===== config.mk =====
export PLATFORM = sky130hd
export DESIGN_NAME = brop_port
export DESIGN_NICKNAME = d
export VERILOG_FILES = /design/src/brop_pkg.sv /design/src/brop_port.sv /design/src/brop_buf.sv
export SDC_FILE = /design/constraint.sdc
export NUM_CORES = 1
export LEC_CHECK = 0
export BUFFER_PORTS_ARGS = -buffer_cell sky130_fd_sc_hd__buf_4
export CORE_ASPECT_RATIO = 0.8
export CORE_MARGIN = 5
export CORE_UTILIZATION = 40
export CTS_CLUSTER_SIZE = 24
export DETAILED_ROUTE_END_ITERATION = 8
export PLACE_DENSITY = 0.69
export SLEW_MARGIN = 5
export SYNTH_ARGS = -nofsm -noshare
export SYNTH_HDL_FRONTEND = slang
export SYNTH_SLANG_ARGS = --single-unit

===== constraint.sdc =====
create_clock -name clk_in -period 2.9 [get_ports clk_in]
set_clock_uncertainty 0.05 [all_clocks]
set_input_delay 0.58 -clock clk_in [delete_from_list [all_inputs] [get_ports clk_in]]
set_output_delay 0.58 -clock clk_in [all_outputs]
set_load 0.02 [all_outputs]

===== src/brop_pkg.sv =====
// Shared constants and types for the BCD result output port
package brop_pkg;
   timeunit 1ns;
   timeprecision 1ns;

   // ==========================================================================
   // Timebase
   // ==========================================================================
   localparam int unsigned CLK_HZ     = 100_000_000;   // Core clock rate
   localparam int unsigned CYC_PER_MS = CLK_HZ / 1000;  // Cycles in one millisecond

   // ==========================================================================
   // Transfer timing, as printed and in cycles
   // ==========================================================================
   localparam int unsigned SETUP_MS   = 30;  // Request edge to strobe on
   localparam int unsigned STROBE_MS  = 40;  // Strobe width, single sample
   localparam int unsigned TAIL_MS    = 16;  // Strobe off to data release
   localparam int unsigned PERIOD_MS  = 64;  // Word period, continuous output
   localparam int unsigned SETUP_CYC  = SETUP_MS * CYC_PER_MS;
   localparam int unsigned STROBE_CYC = STROBE_MS * CYC_PER_MS;
   localparam int unsigned TAIL_CYC   = TAIL_MS * CYC_PER_MS;
   localparam int unsigned PERIOD_CYC = PERIOD_MS * CYC_PER_MS;

   // ==========================================================================
   // Structure defaults and reset values
   // ==========================================================================
   localparam int unsigned DIGITS_DEF    = 6;      // BCD digits on the port
   localparam int unsigned BUF_DEPTH_DEF = 2;      // Entries in the sample buffer
   localparam int unsigned CNT_W_DEF     = 24;     // Holds the longest count
   localparam logic        SYNC_RST      = 1'h0;   // Synchronised inputs: released

   // ==========================================================================
   // Port sequencer states
   // ==========================================================================
   typedef enum logic [4:0] {
      ST_IDLE   = 5'h01,  // Outputs floating
      ST_SETUP  = 5'h02,  // Word driven, strobe off
      ST_STROBE = 5'h04,  // Word driven, strobe on
      ST_RELOAD = 5'h08,  // Continuous: strobe off one cycle before next word
      ST_TAIL   = 5'h10   // Single: strobe off, word still driven
   } brop_state_t;

endpackage : brop_pkg


===== src/brop_port.sv =====
// BCD result output port: request-driven, open-collector digit/strobe outputs
// Contract
// - Word driven, strobe on 30 ms after request
// - Single sample: strobe off 40 ms later
// - Single sample: data released 16 ms after
// - Request held: fresh word every 64 ms
// - Hold at word change freezes, never floats
// - Outputs only pull low or float
// - Request and hold inputs active low; measurement valid input active high
module brop_port
   import brop_pkg::*;
#(
   parameter int unsigned DIGITS       = DIGITS_DEF,
   parameter int unsigned BUF_DEPTH    = BUF_DEPTH_DEF,
   parameter int unsigned CNT_W        = CNT_W_DEF,
   parameter int unsigned SETUP_CYC_P  = SETUP_CYC,
   parameter int unsigned STROBE_CYC_P = STROBE_CYC,
   parameter int unsigned TAIL_CYC_P   = TAIL_CYC,
   parameter int unsigned PERIOD_CYC_P = PERIOD_CYC
)(
   input  wire logic                  clk_in,
   input  wire logic                  reset_n_in,
   input  wire logic                  request_n_in,     // Pin, low = request
   input  wire logic                  hold_n_in,        // Pin, low = hold word
   input  wire logic                  meas_valid_in,    // New measurement offered
   input  wire logic [DIGITS*4-1:0]   meas_digits_in,   // BCD digits
   input  wire logic                  meas_polarity_in, // Sign
   input  wire logic                  meas_overflow_in, // Over range
   output logic                       meas_ready_out,   // Buffer can take a word
   output logic [DIGITS*4+1:0]        data_level_out,   // Pin level when enabled
   output logic [DIGITS*4+1:0]        data_oe_out,      // Pull low: overflow,sign,digits
   output logic                       valid_level_out,  // Strobe pin level
   output logic                       valid_oe_out      // Pull low: strobe active
);

   timeunit 1ns;
   timeprecision 1ns;

   localparam int unsigned WW = DIGITS * 4 + 2;
   localparam logic [CNT_W-1:0] SETUP_L  = CNT_W'(SETUP_CYC_P);
   localparam logic [CNT_W-1:0] SS_L     = CNT_W'(SETUP_CYC_P + STROBE_CYC_P);
   localparam logic [CNT_W-1:0] TAIL_L   = CNT_W'(TAIL_CYC_P);
   localparam logic [CNT_W-1:0] PERIOD_L = CNT_W'(PERIOD_CYC_P);

   // ==========================================================================
   // Input synchronisers
   // ==========================================================================
   logic req_meta_reg;   // First stage, read by second only
   logic req_act_reg;    // Request asserted
   logic hold_meta_reg;
   logic hold_act_reg;   // Hold asserted
   logic req_meta_next;
   logic hold_meta_next;

   // Low level on a contact input means asserted
   always_comb
   begin
      req_meta_next  = ~request_n_in;
      hold_meta_next = ~hold_n_in;
   end

   // Two flops per pin; contacts are asynchronous to the core clock
   always_ff @(posedge clk_in or negedge reset_n_in)
   begin
      if (!reset_n_in)
      begin
         req_meta_reg  <= SYNC_RST;
         req_act_reg   <= SYNC_RST;
         hold_meta_reg <= SYNC_RST;
         hold_act_reg  <= SYNC_RST;
      end
      else
      begin
         req_meta_reg  <= req_meta_next;
         req_act_reg   <= req_meta_reg;
         hold_meta_reg <= hold_meta_next;
         hold_act_reg  <= hold_meta_reg;
      end
   end

   // ==========================================================================
   // Sample buffer
   // ==========================================================================
   logic          buf_valid;  // Buffered word waiting
   logic [WW-1:0] buf_data;
   logic          pop;        // Port takes the word

   // Stalls the producer while the port is not drawing words
   brop_buf #(
      .W     (WW),
      .DEPTH (BUF_DEPTH)
   ) u_buf (
      .clk_in        (clk_in),
      .reset_n_in    (reset_n_in),
      .in_valid_in   (meas_valid_in),
      .in_data_in    ({meas_overflow_in, meas_polarity_in, meas_digits_in}),
      .in_ready_out  (meas_ready_out),
      .out_valid_out (buf_valid),
      .out_data_out  (buf_data),
      .out_ready_in  (pop)
   );

   // ==========================================================================
   // Sequencer
   // ==========================================================================
   brop_state_t   state_reg;   // Transfer phase
   brop_state_t   state_next;
   logic [CNT_W-1:0] cnt_reg;  // Cycles since word change or strobe off
   logic [CNT_W-1:0] cnt_next;
   logic [WW-1:0] word_reg;    // Word presented
   logic [WW-1:0] word_next;
   logic          drive_reg;   // Word lines enabled
   logic          drive_next;
   logic          valid_reg;   // Strobe
   logic          valid_next;
   logic          req_prev_reg; // For request edge detection
   logic [WW-1:0] oe_reg;      // Registered pin enables
   logic [WW-1:0] oe_next;
   logic          take;        // A fresh word may be loaded

   // Next state, count, word and strobe
   always_comb
   begin
      state_next = state_reg;
      cnt_next   = CNT_W'(cnt_reg + 1'b1);
      word_next  = word_reg;
      drive_next = drive_reg;
      valid_next = valid_reg;
      pop        = 1'h0;
      // A held word is kept; an empty buffer also keeps the last word
      take       = !hold_act_reg && buf_valid;
      unique case (state_reg)
         ST_IDLE:
         begin
            cnt_next = '0;
            // Nothing is driven until the reader asks
            if (req_act_reg && !req_prev_reg)
            begin
               state_next = ST_SETUP;
               drive_next = 1'h1;
               if (take)
               begin
                  word_next = buf_data;
                  pop       = 1'h1;
               end
            end
         end
         ST_SETUP:
         begin
            // Word settles while the strobe is off
            if (cnt_reg == SETUP_L - 1'b1)
            begin
               state_next = ST_STROBE;
               valid_next = 1'h1;
            end
         end
         ST_STROBE:
         begin
            if (req_act_reg && cnt_reg == PERIOD_L - 2'h2)
            begin
               // Strobe drops a cycle before the word moves
               state_next = ST_RELOAD;
               valid_next = 1'h0;
            end
            else if (!req_act_reg && cnt_reg >= SS_L - 1'b1)
            begin
               state_next = ST_TAIL;
               valid_next = 1'h0;
               cnt_next   = '0;
            end
         end
         ST_RELOAD:
         begin
            // Lines stay driven across the change, held or not
            state_next = ST_SETUP;
            cnt_next   = '0;
            if (take)
            begin
               word_next = buf_data;
               pop       = 1'h1;
            end
         end
         ST_TAIL:
         begin
            // A new request edge here is lost; idle waits for a fresh edge
            if (cnt_reg == TAIL_L - 1'b1)
            begin
               state_next = ST_IDLE;
               drive_next = 1'h0;
               cnt_next   = '0;
            end
         end
         default:
         begin
            // Illegal one-hot code: return quietly to idle
            state_next = ST_IDLE;
            cnt_next   = '0;
            drive_next = 1'h0;
            valid_next = 1'h0;
         end
      endcase
      // Set bit pulls the line low; clear bit floats it
      oe_next = drive_next ? word_next : '0;
   end

   // Registers only
   always_ff @(posedge clk_in or negedge reset_n_in)
   begin
      if (!reset_n_in)
      begin
         state_reg    <= ST_IDLE;
         cnt_reg      <= '0;
         word_reg     <= '0;
         drive_reg    <= 1'h0;
         valid_reg    <= 1'h0;
         req_prev_reg <= 1'h0;
         oe_reg       <= '0;
      end
      else
      begin
         state_reg    <= state_next;
         cnt_reg      <= cnt_next;
         word_reg     <= word_next;
         drive_reg    <= drive_next;
         valid_reg    <= valid_next;
         req_prev_reg <= req_act_reg;
         oe_reg       <= oe_next;
      end
   end

   // ==========================================================================
   // Open-collector pins: level is always low, only the enable moves
   // ==========================================================================
   always_comb
   begin
      data_level_out  = '0;
      valid_level_out = 1'h0;
      data_oe_out     = oe_reg;
      valid_oe_out    = valid_reg;
   end
endmodule : brop_port


===== src/brop_buf.sv =====
// Small valid/ready buffer between measurement logic and the output port
module brop_buf
   import brop_pkg::*;
#(
   parameter int unsigned W     = 26,
   parameter int unsigned DEPTH = BUF_DEPTH_DEF
)(
   input  wire logic         clk_in,
   input  wire logic         reset_n_in,
   input  wire logic         in_valid_in,   // Producer offers a word
   input  wire logic [W-1:0] in_data_in,
   output logic              in_ready_out,  // Registered: room for a word
   output logic              out_valid_out, // A word is waiting
   output logic [W-1:0]      out_data_out,
   input  wire logic         out_ready_in   // Consumer takes the word
);

   timeunit 1ns;
   timeprecision 1ns;

   localparam int unsigned PW = (DEPTH > 1) ? $clog2(DEPTH) : 1;
   localparam int unsigned CW = $clog2(DEPTH + 1);
   localparam logic [CW-1:0] FULL_L = CW'(DEPTH);

   // ==========================================================================
   // Storage
   // ==========================================================================
   logic [W-1:0]  mem_reg [DEPTH];  // Entries
   logic [PW-1:0] wr_reg;           // Write pointer
   logic [PW-1:0] rd_reg;           // Read pointer
   logic [CW-1:0] cnt_reg;          // Entries held
   logic          rdy_reg;          // Not full
   logic [PW-1:0] wr_next;
   logic [PW-1:0] rd_next;
   logic [CW-1:0] cnt_next;
   logic          rdy_next;
   logic          push;
   logic          pop;

   // Wrap a pointer without relying on a power-of-two depth
   function automatic logic [PW-1:0] bump(input logic [PW-1:0] p);
      bump = (p == PW'(DEPTH - 1)) ? '0 : PW'(p + 1'b1);
   endfunction : bump

   // ==========================================================================
   // Pointer and level arithmetic
   // ==========================================================================
   always_comb
   begin
      push     = in_valid_in && rdy_reg;
      pop      = out_ready_in && (cnt_reg != '0);
      wr_next  = push ? bump(wr_reg) : wr_reg;
      rd_next  = pop ? bump(rd_reg) : rd_reg;
      cnt_next = cnt_reg;
      if (push && !pop)
      begin
         cnt_next = CW'(cnt_reg + 1'b1);
      end
      else if (pop && !push)
      begin
         cnt_next = CW'(cnt_reg - 1'b1);
      end
      rdy_next = (cnt_next != FULL_L);  // Back-pressure reaches producer
   end

   // Registers only
   always_ff @(posedge clk_in or negedge reset_n_in)
   begin
      if (!reset_n_in)
      begin
         wr_reg  <= '0;
         rd_reg  <= '0;
         cnt_reg <= '0;
         rdy_reg <= 1'h1;
      end
      else
      begin
         wr_reg  <= wr_next;
         rd_reg  <= rd_next;
         cnt_reg <= cnt_next;
         rdy_reg <= rdy_next;
      end
   end

   // Data array needs no reset; guarded by the level count
   always_ff @(posedge clk_in)
   begin
      if (push)
      begin
         mem_reg[wr_reg] <= in_data_in;
      end
   end

   assign in_ready_out  = rdy_reg;
   assign out_valid_out = (cnt_reg != '0);
   assign out_data_out  = mem_reg[rd_reg];

endmodule : brop_buf


# Yosys cells after proc, flatten, opt, wreduce, memory -nomap -nowiden
# Memories as Yosys holds them, arrays and structs flattened.
# Cells that the tools add are included.
totals:
  regBits: 93
  elab_cells: 86
  ramBits: 52
  out_inout_bits: 55
  n_memories: 1
  input_bits: 31
memory_table:
  columns: ["name", "words", "word_bits", "read_ports", "rd_ports_with_merged_regs", "wr", "line_no", "source"]
  rows:
  - ["u_buf.mem_reg", 2, 26, 1, 0, 1, "brop_buf.sv:28", "logic [W-1:0] mem_reg [DEPTH];"]
op_classes:
  n_addsub: 5
  n_bitwise: 3
  eq_ne: 13
  muxes: 30
  n_reduce_logical: 18
  order_cmp: 1
ops:
  columns: ["op", "n"]
  rows:
  - ["$mux W26", 3]
  - ["$mux W24", 3]
  - ["$pmux W24 S3", 1]
  - ["$pmux W26 S2", 1]
  - ["$mux W5", 5]
  - ["$pmux W5 S5", 1]
  - ["$add A24 B1 Y24 const B", 1]
  - ["$eq A24 B21 Y1 const B", 1]
  - ["$eq A24 B22 Y1 const B", 1]
  - ["$eq A24 B23 Y1 const B", 1]
  - ["$ge A24 B23 Y1 const B", 1]
  - ["$mux W1", 11]
  - ["$logic_and A1 B1 Y1", 8]
  - ["$ne A2 B2 Y1 const B", 4]
  - ["$pmux W1 S3", 2]
  - ["$reduce_or A3 Y1", 2]
  - ["$eq A5 B1 Y1 const B", 1]
  - ["$eq A5 B2 Y1 const B", 1]
  - ["$eq A5 B3 Y1 const B", 1]
  - ["$eq A5 B4 Y1 const B", 1]
  - ["$eq A5 B5 Y1 const B", 1]
  - ["$logic_not A1 Y1", 5]
  - ["$mux W2", 2]
  - ["$reduce_and A4 Y1", 1]
  - ["other kinds (8)", 11]

# Logic depth before layout (Yosys ltp)
logic_depth:
  ltp_word: 10
  depth_mapped: 8
  mapped_depth_nobuf: 7

# By module
# Synthesis repeated with hierarchy kept, for this count alone.
hier_totals:
  hier_cells: 487
  hier_area_um2: 6259.8
by_module_without_submodules:
  columns: ["module", "instances", "seq_area_each_um2", "area_each_um2", "cells_per_inst"]
  rows:
  - ["brop_port", 1, 2203.4, 4126.5, 383]
  - ["brop_buf", 1, 1687.9, 2133.3, 104]

# Worst setup path after synthesis
# No wires, ideal clock.
synth_timing:
  kind: "flip-flop to flip-flop"
  start: "reg u_buf.rdy_reg, in the netlist u_buf.in_ready_out"
  end: "mem u_buf.mem_reg[0][0], enable pin"
  stages_incl_launch_ff: 3
  path_slack_ps: 603
  arrival_time_ps: 1838
  path_buffers: 0
  setup_ps: 409
  t_required_ps: 2441
  period_less_slack_ps: 2297
  path_cell_list: "dfstp_2 > nand2_1 > nor2_1"
synth_between:
  elab_chain_len: 3
synth_rtl:
  columns: ["element", "line_no", "source"]
  rows:
  - ["start: declaration", "brop_buf.sv:32", "logic rdy_reg;"]
  - ["start signal: assignment", "brop_buf.sv:81", "rdy_reg <= rdy_next;"]
  - ["$logic_and A1 B1 Y1", "brop_buf.sv:50", "push = in_valid_in && rdy_reg;"]
  - ["$mux W1", "brop_buf.sv:88", "if (push)"]
  - ["$mux W1 (not written as such)", "brop_buf.sv:90", "mem_reg[wr_reg] <= in_data_in;"]
  - ["end: declaration", "brop_buf.sv:28", null]
# Every way passes these cells.

# Final worst setup path
layout_timing:
  start: "reg state_reg[3]"
  end: "reg oe_reg[9], in the netlist data_oe_out[9]"
layout_between:
  elab_cells_between_ends: 9
  cone_classes: "5 x eq/ne; 3 x mux; 1 x reduce/logical"
layout_lines:
  columns: ["element", "line_no", "source"]
  rows:
  - ["start: declaration", "brop_port.sv:106", "brop_state_t state_reg;"]
  - ["start signal: assignment", "brop_port.sv:221", "state_reg <= state_next;"]
  - ["$eq A5 B4 Y1 / $eq A5 B1 Y1 (equally long branches)", "brop_port.sv:132", "unique case (state_reg)"]
  - ["$pmux W26 S2 (*)", "brop_port.sv:132", null]
  - ["named net word_next[9]", "brop_port.sv:111", "logic [WW-1:0] word_next;"]
  - ["$mux W26 (*)", "brop_port.sv:203", "oe_next = drive_next ? word_next : '0;"]
  - ["named net oe_next[9]", "brop_port.sv:118", "logic [WW-1:0] oe_next;"]
  - ["end signal: assignment", "brop_port.sv:227", "oe_reg <= oe_next;"]
  - ["end: declaration", "brop_port.sv:117", "logic [WW-1:0] oe_reg;"]
# The timed path passes the listed nets; every way through them passes the cells marked *.
# A chain may end at the register's enable or synchronous reset.

==> results.ini <==
[logic_synthesis]
synth.largest_area_cell = sky130_fd_sc_hd__dfrtp_1
yosys_most_used_dff = sky130_fd_sc_hd__dfrtp_1
synth.top_cell.area_share_pct = 36.75
synth_compound_area_share_pct = 8.157
synth.distinct_cells = 59
dominant_combinational_cell_family_by_area_after_synthesis = simple AND/OR/NAND/NOR gates
synth.avg_cell_area_um2 = 12.57
synth-simple-area-share_pct = 14.19
synth_warnings = 0
synth.cell_area_um2 = 6197
synth-adder-area-share_pct = 0.6057
synth_xor_area_share_pct = 3.816
synth_seq_area_share_pct = 62.79
ys_top_cells_by_count = sky130_fd_sc_hd__dfrtp_1, sky130_fd_sc_hd__edfxtp_1, sky130_fd_sc_hd__nand2_1
number_of_synthesized_register_bits = 145
number_of_cells_produced_by_synthesis = 493
synthMostInstantiatedCell = sky130_fd_sc_hd__dfrtp_1
synth_area_leaders = sky130_fd_sc_hd__dfrtp_1, sky130_fd_sc_hd__edfxtp_1, sky130_fd_sc_hd__mux2i_1
share_of_synthesized_area_spent_on_multiplexers_pct = 4.381
asyncSetResetFlopFracSynth_pct = 64.14
synth-edff-count = 52

[floorplan]
starting_density_pct = 41.00
placement_rows = 40
die-area_um2 = 18100
die_height_um = 121.3
die_w_um = 149.2
io_pins = 86
core_footprint_um2 = 15110

[cells_and_area]
largest_reg_flops = 52
fin_nets = 585
finalNonFillerCells = 774
layout.filler_cells = 1353
final-seq-area_um2 = 3891
multiInputGateArea_um2 = 2043
area_delta_synth_final_pct = 18.19
finish.instance_area_um2 = 7325
ant_diodes = 0
post-route-util_pct = 48.46
share_of_layout_cells_above_drive_strength_1_pct = 21.45

[grt]
groute.usage.overall_pct = 13.94
grt_pass1_vias = 3844
antenna_found_initial = 0
grt-ovfl-total = 0
grt_max_degree = 71
first_pass_grt_wire_length_mm = 19.77

[setup_path]
path_max_fanout = 29
slowest_delay_ns = 0.61
ff2ff_path_depth = 5
timing.critical_path.cells = and4bb_2, o211ai_4, buf_4, o31ai_1, nor2b_1
worstReg2RegStart = state_reg[3]
arrival_ns = 2.51
crit_path_end_kind = register
critical_path_class = reg -> reg
worstSetupStartpointType = register
timing.reg2reg.setup_slack_ns = 0.62
critical_path.reg2reg.endpoint = data_oe_out[9]
cp_data_required_time_ns = 3.13
cp_slowest_cell = sky130_fd_sc_hd__o211ai_4

[clock_network]
cts_inserted_buffers = 17
cts.sink_count = 145
post-cts-setup-buffer-count = 0
cts.htree.levels = 4
cts_tree = built
clock_latency_ns = 0.41
number_of_gates_given_a_new_drive_strength_after_cts = 0
worst_setup_hold_path_clk_slew_ns = 0.06
cts_hold_buffers = 0
cts_root_buffer = sky130_fd_sc_hd__clkbuf_16
cts-root-to-sink-buffers = 2

[routing]
detailedRoute.firstPassIterationCount = 4
drtIter0Drc = 238
post_drt_via_cell_ratio = 4.932
post-route-drc-count = 0
ant_nets = 0
via_count = 3817
wire_per_inst_um = 15.48
postRouteWirelength_mm = 11.98

[timing]
slew_viol_final = 0
whs_ns = 0.2220
timing.final.hold_violations = 0
timing.fmax_ghz = 0.4383
fin_tns_setup_ns = 0
grt_setup_unrepaired = no
period_minus_slack_ns = 2.282
worst_slew_pin_slew_ns = 0.9265
fin_crit_sh_pct = 78.68
relSlewSlack_pct = 38.23
setup-violations-final = 0

[placed_design]
post-place-cells = 742
total_placed_instance_area_um2 = 6754
dp_hpwl_mm = 7.931
port_buffers = 58
routability_driven_placement_congestion_ratio = 0.8877

[power]
vdd_ir_max_uv = 433.7
static-leakage-power_nw = 3.049
power_density_nw_per_um2 = 889.8

[job]
timing.max_cap.violations = 0

[outcome]
run_status = complete, no violations

[hold_path]
worst_hold_path_type = in -> async

[worst max-delay path, delay by kind of cell (launching register included)]
kind,cells,cell delay (ns)
AO/OA/AOI/OAI,2,0.76
buffers and inverters,1,0.40
flip-flops,1,0.47
AND/OR/NAND/NOR,2,0.46
[metal layers]
metal / part of all wire, % / track usage [%] / up-vias
li1: - / - / 1813
met1: 45 / 18.43 / 1866
met2: 48 / 21.98 / 122
met3: 5.9 / 3.809 / 16
met4: 1.6 / 5.260 / 0
met5: 0 / 0 / -
[power by group]
| part | switching, mW | internal [mW] | total (mW) |
|---|---|---|---|
| Clock | 0.829 | 1.26 | 2.09 |
| Combinational | 0.933 | 0.616 | 1.55 |
| Sequential | 0.242 | 2.63 | 2.87 |
| Total | 2.00 | 4.51 | 6.52 |
[placed cells by master, fill, tap and decap left out, types with 3 or more instances in the layout]
master                       instances
sky130_fd_sc_hd__dfrtp_1            91
sky130_fd_sc_hd__buf_4              66
sky130_fd_sc_hd__edfxtp_1           52
sky130_fd_sc_hd__nand2_1            39
sky130_fd_sc_hd__nor2b_1            28
sky130_fd_sc_hd__conb_1             27
sky130_fd_sc_hd__a21oi_1            26
sky130_fd_sc_hd__mux2i_1            26
sky130_fd_sc_hd__xnor2_1            20
sky130_fd_sc_hd__nor2_1             18
sky130_fd_sc_hd__o31ai_1            18
sky130_fd_sc_hd__clkbuf_16          17
sky130_fd_sc_hd__nand3_1            12
sky130_fd_sc_hd__inv_1              11
sky130_fd_sc_hd__nor3_1              8
sky130_fd_sc_hd__o21ai_0             8
sky130_fd_sc_hd__o21ai_1             8
sky130_fd_sc_hd__xor2_1              7
sky130_fd_sc_hd__nor4_1              5
sky130_fd_sc_hd__nand4_1             5
sky130_fd_sc_hd__nor3_2              4
sky130_fd_sc_hd__clkinvlp_4          4
sky130_fd_sc_hd__or3_1               3
sky130_fd_sc_hd__and3_1              3
sky130_fd_sc_hd__o211ai_1            3
sky130_fd_sc_hd__nor4_4              3
sky130_fd_sc_hd__a21oi_2             3
sky130_fd_sc_hd__ha_1                3
[metrics by stage]
step                      worst slack [ns]  power, mW
after global routing                0.3888      6.861
after CTS                           0.6090      6.578
after global placement              0.7152      4.392
after detailed placement            0.6171      4.460
after floorplan                     0.6034      3.938
final                               0.6184      6.517
[cells by family after synthesis]
logic type,count (synthesis)
compound gates,77
xor+xnor,27
fa+ha+maj,3
buf+inv,65
flops,145
mux,27
other cells,1
simple gates,148
[final cells by class]
type	count	area share [%]
clock buffer	19	5.910
clock inverter	13	1.879
inverter	11	0.5637
multi-input combinational	309	27.90
sequential	145	53.13
tap	210	3.587
timing repair buffer	67	7.038
[worst max-delay path by stage]
stage,startpoint,to,slack (ns),cells after the start
finish,state_reg[3],data_oe_out[9],0.62,5
global route,state_reg[3],data_oe_out[9],0.39,6
CTS,state_reg[3],data_oe_out[9],0.61,6
detailed placement,state_reg[3],data_oe_out[9],0.62,5
global placement,state_reg[3],data_oe_out[1],0.72,5
floorplan,u_buf.in_ready_out,u_buf.mem_reg[0][0],0.60,2
Power figures use the tool's default switching activity.
